## config.mk

```make
export PLATFORM = sky130hd
export DESIGN_NAME = servo_status_command_unit
export DESIGN_NICKNAME = d
export VERILOG_FILES = /design/src/shared/status_cmd_pkg.sv /design/src/core/servo_status_command_unit.sv
export SDC_FILE = /design/constraint.sdc
export NUM_CORES = 2
export LEC_CHECK = 0
export BUFFER_PORTS_ARGS = -buffer_cell sky130_fd_sc_hd__buf_4
export CAP_MARGIN = 20
export CORE_MARGIN = 5
export CORE_UTILIZATION = 31
export DETAILED_ROUTE_END_ITERATION = 10
export PLACE_DENSITY = 0.51
export SLEW_MARGIN = 0
export SYNTH_ARGS = -nofsm -noshare
export SYNTH_HDL_FRONTEND = slang
export SYNTH_MEMORY_MAX_BITS = 65536
export SYNTH_SLANG_ARGS = --single-unit
```

## constraint.sdc

```tcl
create_clock -name ref_clk -period 6.35 [get_ports ref_clk]
set_input_delay 0.3175 -clock ref_clk [delete_from_list [all_inputs] [get_ports ref_clk]]
set_output_delay 0.3175 -clock ref_clk [all_outputs]
set_load 0.1 [all_outputs]
```

## src/shared/status_cmd_pkg.sv

```systemverilog
// constants for the servo status command unit
// assumes a framed command port in front of it and one 250 MHz clock
//
// Operation
// status clear resets masked status bits, then acks
// status bits stay set until cleared
// unmasked status bits are left unchanged
// events after last poll survive a clear
// bit 13 marks program completed
// poll answers ack, or status word if set
// frame without command number acts as poll
// status commands never answered busy
// fixed format poll always returns status word
// read io returns io word, servo-cycle refresh
// read internal status; only its clear clears
// buffer read returns length words from address
// host asks one to eight words per read
// code words read back with msb cleared
// codes below 64 never stored in program
`default_nettype none

package status_cmd_pkg;

  // ***************************************************************
  // widths and command codes
  // ***************************************************************
  localparam int WORD_W = 16;
  localparam int CODE_W = 8;
  typedef logic [WORD_W-1:0] word_t;
  typedef logic [CODE_W-1:0] code_t;

  localparam code_t POLL_CODE         = 8'h00;
  localparam code_t STATUS_CLEAR_CODE = 8'h01;
  localparam code_t BUFFER_READ_CODE  = 8'h06;
  localparam code_t READ_ISW_CODE     = 8'h14;
  localparam code_t READ_IO_CODE      = 8'h15;
  localparam code_t FIXED_POLL_CODE   = 8'h1b;
  localparam code_t PROGRAM_CODE_MIN  = 8'h40;

  // ***************************************************************
  // status fields, buffer limits and reset values
  // ***************************************************************
  localparam int    PROG_DONE_BIT  = 13;
  localparam word_t WORD_ZERO      = 16'h0000;
  localparam int    CODE_MSB       = 7;
  localparam int    READ_MAX_WORDS = 8;
  localparam int    LEN_W          = 4;

  // ***************************************************************
  // timing
  // ***************************************************************
  localparam int CLK_PERIOD_PS     = 4000;
  localparam int SERVO_CYCLE_US    = 120;
  localparam int SERVO_CYCLE_CLKS  = (SERVO_CYCLE_US * 1000000) / CLK_PERIOD_PS;

endpackage

`default_nettype wire

```

## src/core/servo_status_command_unit.sv

```systemverilog
// status command interpreter of the servo controller
// assumes a frame decoder delivering one command per cmd_valid pulse,
// a program loader writing the buffer, and raw io pins off-domain
`default_nettype none
`timescale 1ns/10ps

module servo_status_command_unit
  import status_cmd_pkg::*;
#(
  parameter int SERVO_CLKS = SERVO_CYCLE_CLKS,
  parameter int BUF_DEPTH  = 256,
  parameter int ADDR_W     = 8,
  parameter int IO_W       = WORD_W,
  parameter code_t ISW_CLEAR_CODE = 8'h08
)
(
  input  wire logic                  ref_clk,
  input  wire logic                  resetn,
  // command port
  input  wire logic                  cmd_valid,
  input  wire logic                  cmd_has_code,
  input  wire status_cmd_pkg::code_t cmd_code,
  input  wire status_cmd_pkg::word_t cmd_param0,
  input  wire status_cmd_pkg::word_t cmd_param1,
  output logic                       cmd_ready_r,
  // response port
  output logic                       rsp_valid_r,
  output logic                       rsp_ack_only_r,
  output status_cmd_pkg::word_t      rsp_data_r,
  output logic                       rsp_last_r,
  output logic                       cmd_unknown_r,
  // event sources
  input  wire status_cmd_pkg::word_t psw_event,
  input  wire logic                  prog_done,
  input  wire status_cmd_pkg::word_t isw_event,
  input  wire logic [IO_W-1:0]       io_pins,
  // program buffer load port
  input  wire logic                  buf_wr_en,
  input  wire logic [ADDR_W-1:0]     buf_wr_addr,
  input  wire status_cmd_pkg::word_t buf_wr_data,
  input  wire logic                  buf_wr_is_code,
  output logic                       buf_wr_reject_r,
  // status views
  output status_cmd_pkg::word_t      polling_status_word_r,
  output status_cmd_pkg::word_t      internal_status_word_r,
  output logic [IO_W-1:0]            io_state_word_r
);

  import status_cmd_pkg::*;

  // ***************************************************************
  // types and declarations
  // ***************************************************************
  typedef enum logic [1:0] {ST_IDLE, ST_STREAM} rsp_state_e;

  rsp_state_e          state_r;
  word_t               psw_live_r;
  word_t               psw_seen_r;
  word_t               psw_events;
  word_t               psw_now;
  logic                take;
  logic                is_poll;
  logic                is_clear;
  logic                is_isw_clear;
  logic [IO_W-1:0]     io_s1_r;
  logic [IO_W-1:0]     io_s2_r;
  logic [IO_W-1:0]     io_s3_r;
  logic [IO_W-1:0]     io_stable_r;
  logic [$clog2(SERVO_CLKS+1)-1:0] tick_cnt_r;
  logic                tick;
  word_t               buf_mem [BUF_DEPTH];
  logic                buf_code [BUF_DEPTH];
  logic [ADDR_W-1:0]   rd_addr_r;
  logic [LEN_W-1:0]    rd_left_r;
  logic [LEN_W-1:0]    req_len;
  logic                wr_ok;

  // strips the top bit of a stored command code on read
  function automatic word_t buf_read_word(input word_t w, input logic is_code);
    word_t r;
    r = w;
    if (is_code)
    begin
      r[CODE_MSB] = 1'b0;
    end
    return r;
  endfunction

  // decodes the effective command, a codeless frame being a poll
  function automatic code_t eff_code(input logic has_code, input code_t code);
    code_t c;
    c = has_code ? code : POLL_CODE;
    return c;
  endfunction

  // ***************************************************************
  // command acceptance and decode
  // ***************************************************************
  // accepted whenever idle, regardless of motion or program activity
  assign take         = cmd_valid && cmd_ready_r;
  assign is_poll      = take && (eff_code(cmd_has_code, cmd_code) == POLL_CODE);
  assign is_clear     = take && (eff_code(cmd_has_code, cmd_code) == STATUS_CLEAR_CODE);
  assign is_isw_clear = take && (eff_code(cmd_has_code, cmd_code) == ISW_CLEAR_CODE);

  // buffer read length, out-of-range requests clamped to the legal span
  always_comb
  begin
    req_len = cmd_param0[LEN_W-1:0];
    if (cmd_param0 == WORD_ZERO)
    begin
      req_len = LEN_W'(1);
    end
    else if (cmd_param0 > WORD_W'(READ_MAX_WORDS))
    begin
      req_len = LEN_W'(READ_MAX_WORDS);
    end
  end

  // ***************************************************************
  // polling status word, double buffered
  // ***************************************************************
  // event vector with program completion folded in
  always_comb
  begin
    psw_events = psw_event;
    if (prog_done)
    begin
      psw_events[PROG_DONE_BIT] = 1'b1;
    end
  end

  // word as a poll would report it this cycle
  assign psw_now = psw_seen_r | psw_live_r;

  // live half collects events since the last poll; a clear never
  // touches it, so fresh events reach the next poll
  always_ff @(posedge ref_clk)
  begin
    if (!resetn)
    begin
      psw_live_r <= WORD_ZERO;
    end
    else if (is_poll || (take && cmd_code == FIXED_POLL_CODE && cmd_has_code))
    begin
      psw_live_r <= psw_events;
    end
    else
    begin
      psw_live_r <= psw_live_r | psw_events;
    end
  end

  // seen half holds reported bits until masked off by a clear
  always_ff @(posedge ref_clk)
  begin
    if (!resetn)
    begin
      psw_seen_r <= WORD_ZERO;
    end
    else if (is_poll || (take && cmd_code == FIXED_POLL_CODE && cmd_has_code))
    begin
      psw_seen_r <= psw_now;
    end
    else if (is_clear)
    begin
      psw_seen_r <= psw_seen_r & ~cmd_param0;
    end
  end

  // visible copy of the combined word
  always_ff @(posedge ref_clk)
  begin
    if (!resetn)
    begin
      polling_status_word_r <= WORD_ZERO;
    end
    else
    begin
      polling_status_word_r <= psw_now;
    end
  end

  // ***************************************************************
  // internal status word
  // ***************************************************************
  // sticky, cleared only by its own clear command; set wins
  always_ff @(posedge ref_clk)
  begin
    if (!resetn)
    begin
      internal_status_word_r <= WORD_ZERO;
    end
    else if (is_isw_clear)
    begin
      internal_status_word_r <= isw_event;
    end
    else
    begin
      internal_status_word_r <= internal_status_word_r | isw_event;
    end
  end

  // ***************************************************************
  // io state word, synchronised and refreshed each servo cycle
  // ***************************************************************
  // three-stage synchroniser and agreement filter
  always_ff @(posedge ref_clk)
  begin
    if (!resetn)
    begin
      io_s1_r     <= '0;
      io_s2_r     <= '0;
      io_s3_r     <= '0;
      io_stable_r <= '0;
    end
    else
    begin
      io_s1_r <= io_pins;
      io_s2_r <= io_s1_r;
      io_s3_r <= io_s2_r;
      for (int i = 0; i < IO_W; i++)
      begin
        if (io_s2_r[i] == io_s3_r[i])
        begin
          io_stable_r[i] <= io_s3_r[i];
        end
      end
    end
  end

  // servo cycle tick
  assign tick = (tick_cnt_r == ($clog2(SERVO_CLKS+1))'(SERVO_CLKS - 1));

  always_ff @(posedge ref_clk)
  begin
    if (!resetn)
    begin
      tick_cnt_r <= '0;
    end
    else if (tick)
    begin
      tick_cnt_r <= '0;
    end
    else
    begin
      tick_cnt_r <= tick_cnt_r + 1'b1;
    end
  end

  // io word refresh once per servo cycle
  always_ff @(posedge ref_clk)
  begin
    if (!resetn)
    begin
      io_state_word_r <= '0;
    end
    else if (tick)
    begin
      io_state_word_r <= io_stable_r;
    end
  end

  // ***************************************************************
  // program buffer
  // ***************************************************************
  // host-only codes are refused as program content
  assign wr_ok = !(buf_wr_is_code && (buf_wr_data[CODE_W-1:0] < PROGRAM_CODE_MIN));

  always_ff @(posedge ref_clk)
  begin
    if (buf_wr_en && wr_ok)
    begin
      buf_mem[buf_wr_addr]  <= buf_wr_data;
      buf_code[buf_wr_addr] <= buf_wr_is_code;
    end
  end

  // rejected write flag, one cycle
  always_ff @(posedge ref_clk)
  begin
    if (!resetn)
    begin
      buf_wr_reject_r <= 1'b0;
    end
    else
    begin
      buf_wr_reject_r <= buf_wr_en && !wr_ok;
    end
  end

  // ***************************************************************
  // response sequencer
  // ***************************************************************
  always_ff @(posedge ref_clk)
  begin
    if (!resetn)
    begin
      state_r        <= ST_IDLE;
      cmd_ready_r    <= 1'b0;
      rsp_valid_r    <= 1'b0;
      rsp_ack_only_r <= 1'b0;
      rsp_data_r     <= WORD_ZERO;
      rsp_last_r     <= 1'b0;
      cmd_unknown_r  <= 1'b0;
      rd_addr_r      <= '0;
      rd_left_r      <= '0;
    end
    else
    begin
      rsp_valid_r    <= 1'b0;
      rsp_ack_only_r <= 1'b0;
      rsp_last_r     <= 1'b0;
      cmd_unknown_r  <= 1'b0;
      case (state_r)
        ST_IDLE:
        begin
          cmd_ready_r <= 1'b1;
          if (take)
          begin
            rsp_valid_r <= 1'b1;
            rsp_last_r  <= 1'b1;
            rsp_data_r  <= WORD_ZERO;
            case (eff_code(cmd_has_code, cmd_code))
              POLL_CODE:
              begin
                rsp_ack_only_r <= (psw_now == WORD_ZERO);
                rsp_data_r     <= psw_now;
              end
              FIXED_POLL_CODE:
              begin
                rsp_data_r <= psw_now;
              end
              STATUS_CLEAR_CODE:
              begin
                rsp_ack_only_r <= 1'b1;
              end
              READ_IO_CODE:
              begin
                rsp_data_r <= WORD_W'(io_state_word_r);
              end
              READ_ISW_CODE:
              begin
                rsp_data_r <= internal_status_word_r;
              end
              BUFFER_READ_CODE:
              begin
                rsp_valid_r <= 1'b0;
                rsp_last_r  <= 1'b0;
                rd_addr_r   <= cmd_param1[ADDR_W-1:0];
                rd_left_r   <= req_len;
                cmd_ready_r <= 1'b0;
                state_r     <= ST_STREAM;
              end
              default:
              begin
                if (eff_code(cmd_has_code, cmd_code) == ISW_CLEAR_CODE)
                begin
                  rsp_ack_only_r <= 1'b1;
                end
                else
                begin
                  rsp_valid_r   <= 1'b0;
                  rsp_last_r    <= 1'b0;
                  cmd_unknown_r <= 1'b1;
                end
              end
            endcase
          end
        end
        ST_STREAM:
        begin
          // one buffer word per cycle, consecutive addresses
          rsp_valid_r <= 1'b1;
          rsp_data_r  <= buf_read_word(buf_mem[rd_addr_r], buf_code[rd_addr_r]);
          rd_addr_r   <= rd_addr_r + 1'b1;
          rd_left_r   <= rd_left_r - 1'b1;
          if (rd_left_r == LEN_W'(1))
          begin
            rsp_last_r  <= 1'b1;
            cmd_ready_r <= 1'b1;
            state_r     <= ST_IDLE;
          end
        end
        default:
        begin
          state_r <= ST_IDLE;
        end
      endcase
    end
  end

endmodule

`default_nettype wire

```

==> flow_metrics.tcl <==
set metrics [dict create \
    outcome "complete, no violations" \
    cp-start-kind "flip-flop" \
    hold_class "in -> reg" \
    detailedRoute.firstPassIterationCount 6 \
    clock_input_transition_at_the_sequential_cells_of_the_worst_setup_and_hold_paths_ns 0.06 \
    slew-limit-headroom 0.117 \
    num-fill-cells 51265 \
    area_delta_synth_final_pct 17.1 \
    stdcell_count 17169 \
    post_synth_edffs 4352 \
    power_switching_mw 12.5 \
    drt_iter0_markers 11879 \
    cts_tree "yes" \
    top_register "buf_mem" \
    yosys_register_bits 4554 \
    finalClockSkew_ns 0.0628 \
    design.final.nets 9401 \
    power.clock.fraction 0.436 \
    timing.hold.ws_ns 0.0683 \
    numClockSinks 4554 \
    largest_register_ffs 4096 \
    area_of_combinational_cells_with_multiple_inputs_um2 36600 \
    met3_usage 0.0338 \
    p_total_mw 60.5 \
    post_cts.resized_instances 0 \
    layout-drive-gt1-share 0.269 \
    timing.critical_path.arrival_ns 5.97 \
    synth-warning-count 0 \
    core_region_area_um2 560000 \
    synth-main-ff-cell "sky130_fd_sc_hd__edfxtp_1" \
    report.final.setup_viol 0 \
    num_io_pins 189 \
    row_count 275 \
    synth_seq_area_share 0.776 \
    final_critical_path_share_of_the_clock_period 0.789 \
    fin_crit_ns 5.01 \
    antenna_violating_nets_post_route 0 \
    layout_commonest_cell "sky130_fd_sc_hd__edfxtp_1" \
    count_of_input_and_output_buffers 180 \
    seqPwrFrac 0.545 \
    post_synth_inst_count 8411 \
    clock_tree.htree_level_count 5 \
    cap_viol_max_count 0 \
    overflow 0 \
    grtUsageMet1 0.258 \
    die_h_um 758 \
    avgViaCountPerCell 5.32 \
    vias 91312 \
    via_count_of_the_first_global_routing_pass 90091 \
    vdd_drop_max_mv 0.242 \
    fmax_mhz 200 \
    die_width_um 758 \
    grt_antenna_before_repair 46 \
    total_leakage_power_nw 61.7 \
    comb_power_share 0.019 \
    cts_root_buffer "sky130_fd_sc_hd__clkbuf_16" \
    worst-endpoint-required_ns 7.31 \
    criticalPathCategory "reg -> reg" \
    cts-hold-fix-buffers 154 \
    routed_wire_length_per_instance_um 32.2 \
    worst_slew_pin_slew_ns 1.32 \
    initial_utilization 0.310 \
    drcViolationCount 0 \
    grt_pass1_wl_um 755000 \
    netSwitchingFraction 0.206 \
    async_flop_share 0 \
    mostFrequentLayoutCells "sky130_fd_sc_hd__edfxtp_1 (4,352), sky130_fd_sc_hd__mux4_2 (942), sky130_fd_sc_hd__buf_4 (622)" \
    setup_total_negative_slack_ns 0 \
    worst_skew_pair.late_latency_ns 1.04 \
    maximum_number_of_pins_on_one_net_before_global_route_repair 169 \
    biggestRegsByFlops "buf_mem: 4096 flops, buf_code: 256 flops" \
    critical_path_peak_fanout 47 \
    gr-max-usage-layer "met2" \
    tot_gr_track_use 0.187 \
    setup_repair_after_global_routing_missed_its_margin "false" \
    gr-usage-met2 0.296 \
    route.final.wire_length_um 553000 \
    seq_area_um2 135000 \
    clock_tree.buffer_depth 4 \
    dpl.cell_count 16136 \
    number_of_buffers_added_by_the_clock_tree_synthesis_step 454 \
    timing.critical_path.to_type "flip-flop" \
    post_cts.repair.setup_buffers 0 \
    synth.lib_cells_used.distinct 84 \
    power.density_cell_area_nw_per_um2 298 \
    hpwl_detailed_um 343000 \
    design.die.area_um2 575000 \
    p_int_mw 48.0 \
    synth_nets 8534 \
    timing.final.hold_violations 0 \
    post_synth_instance_area_um2 174000 \
    drv_slew 0 \
    gp_routability_congestion 0.882 \
    synth_area_per_cell_um2 20.6 \
]
## metrics by stage
step / area (um2) / setup slack (ns) / utilization
global placement: 187000 / 0.711 / 0.334
CTS: 203000 / 1.48 / 0.363
global route: 203000 / 1.20 / 0.363
finish: 203000 / 1.34 / 0.363
detailed placement: 187000 / 1.45 / 0.334
floorplan: 174000 / 3.69 / -
## final timing paths
| check | startpoint | to | slack [ns] | cells past startpoint |
|---|---|---|---|---|
| worst min register to register | io_s1_r[11] | io_s2_r[11] | 0.44 | 1 |
| worst max-delay path | flip-flop | rsp_data_r[10] | 1.34 | 9 |
| worst max register to register | flip-flop | rsp_data_r[10] | 1.34 | 9 |
| worst min-delay path | isw_event[14] | internal_status_word_r[14] | 0.07 | 4 |
## synthesized netlist by cell type, drive strengths merged, types with 6 or more instances
library cell | count | area share
nand3 | 67 | 0.0019
a2111oi | 16 | 0.00081
inv | 87 | 0.0019
mux2i | 270 | 0.016
a21oi | 144 | 0.0041
nand2b | 54 | 0.0019
o21ai | 119 | 0.0034
a22oi | 74 | 0.0032
mux2 | 6 | 0.00039
nand2 | 314 | 0.0068
buf | 289 | 0.012
a221oi | 10 | 0.00050
a21o | 9 | 0.00039
or3b | 11 | 0.00055
dfxtp | 202 | 0.023
and3 | 17 | 0.00061
a211oi | 25 | 0.0011
a31oi | 34 | 0.0012
nor4 | 28 | 0.0010
nor3b | 43 | 0.0019
and2 | 60 | 0.0022
nor3 | 64 | 0.0018
o221ai | 82 | 0.0041
mux4 | 942 | 0.12
nor2b | 19 | 0.00068
o22ai | 116 | 0.0042
a21boi | 16 | 0.00069
edfxtp | 4352 | 0.75
o22a | 9 | 0.00045
a311oi | 29 | 0.0015
nand4b | 7 | 0.00035
and3b | 10 | 0.00050
or3 | 12 | 0.00043
o32ai | 44 | 0.0022
o211ai | 28 | 0.0012
clkbuf | 165 | 0.0036
nand4 | 33 | 0.0012
nor2 | 462 | 0.010
o2111ai | 14 | 0.00071
or4 | 25 | 0.0011
xor2 | 12 | 0.00061
## layer usage
metal	share of wire	wire (um)	vias up
li1	-	-	36682
met1	0.40	223000	49312
met2	0.46	255000	4479
met3	0.088	48800	831
met4	0.045	25000	8
met5	0.00011	60	-
## worst max-delay path: stages (launching register included)
cell	delay, ns
sky130_fd_sc_hd__dfxtp_4	0.90
sky130_fd_sc_hd__buf_12	0.46
sky130_fd_sc_hd__buf_12	0.36
sky130_fd_sc_hd__mux4_2	0.40
sky130_fd_sc_hd__o21ai_0	0.08
sky130_fd_sc_hd__or4_1	0.53
sky130_fd_sc_hd__a2111oi_1	0.50
sky130_fd_sc_hd__clkdlybuf4s18_2	0.35
sky130_fd_sc_hd__nand4_1	0.66
sky130_fd_sc_hd__a31oi_1	0.33
## logic make-up (layout without fill, tap and decap cells)
kind of cell	after synthesis	count (layout)	synth area share
buf+inv	541	1791	0.0179
fa+ha+maj	4	4	0.000288
flops	4554	4554	0.776
mux	1218	1218	0.138
simple gates	1256	1256	0.0344
compound gates	821	821	0.0326
other cells	0	29	0
xor+xnor	17	17	0.000857
## power groups by stage
| stage | combinational (mW) | clock, mW | sequential, mW |
|---|---|---|---|
| 2_1_floorplan | 0.140 | 0 | 33.7 |
| 3_3_place_gp | 1.01 | 0 | 33.6 |
| 3_5_place_dp | 1.07 | 0 | 33.6 |
| 4_1_cts | 1.14 | 26.8 | 33.0 |
| 5_1_grt | 1.18 | 28.1 | 33.0 |
| 6_report | 1.13 | 26.4 | 33.0 |
## area by class of cell
| cell class | instances | area share |
|---|---|---|
| Antenna cell | 29 | 0.000357 |
| Clock buffer | 571 | 0.0601 |
| Clock inverter | 268 | 0.0112 |
| Inverter | 87 | 0.00166 |
| Multi-Input combinational cell | 3316 | 0.180 |
| Sequential cell | 4554 | 0.663 |
| Tap cell | 7479 | 0.0460 |
| Timing Repair Buffer | 865 | 0.0382 |
No activity file was read; power rests on OpenSTA's default activity.
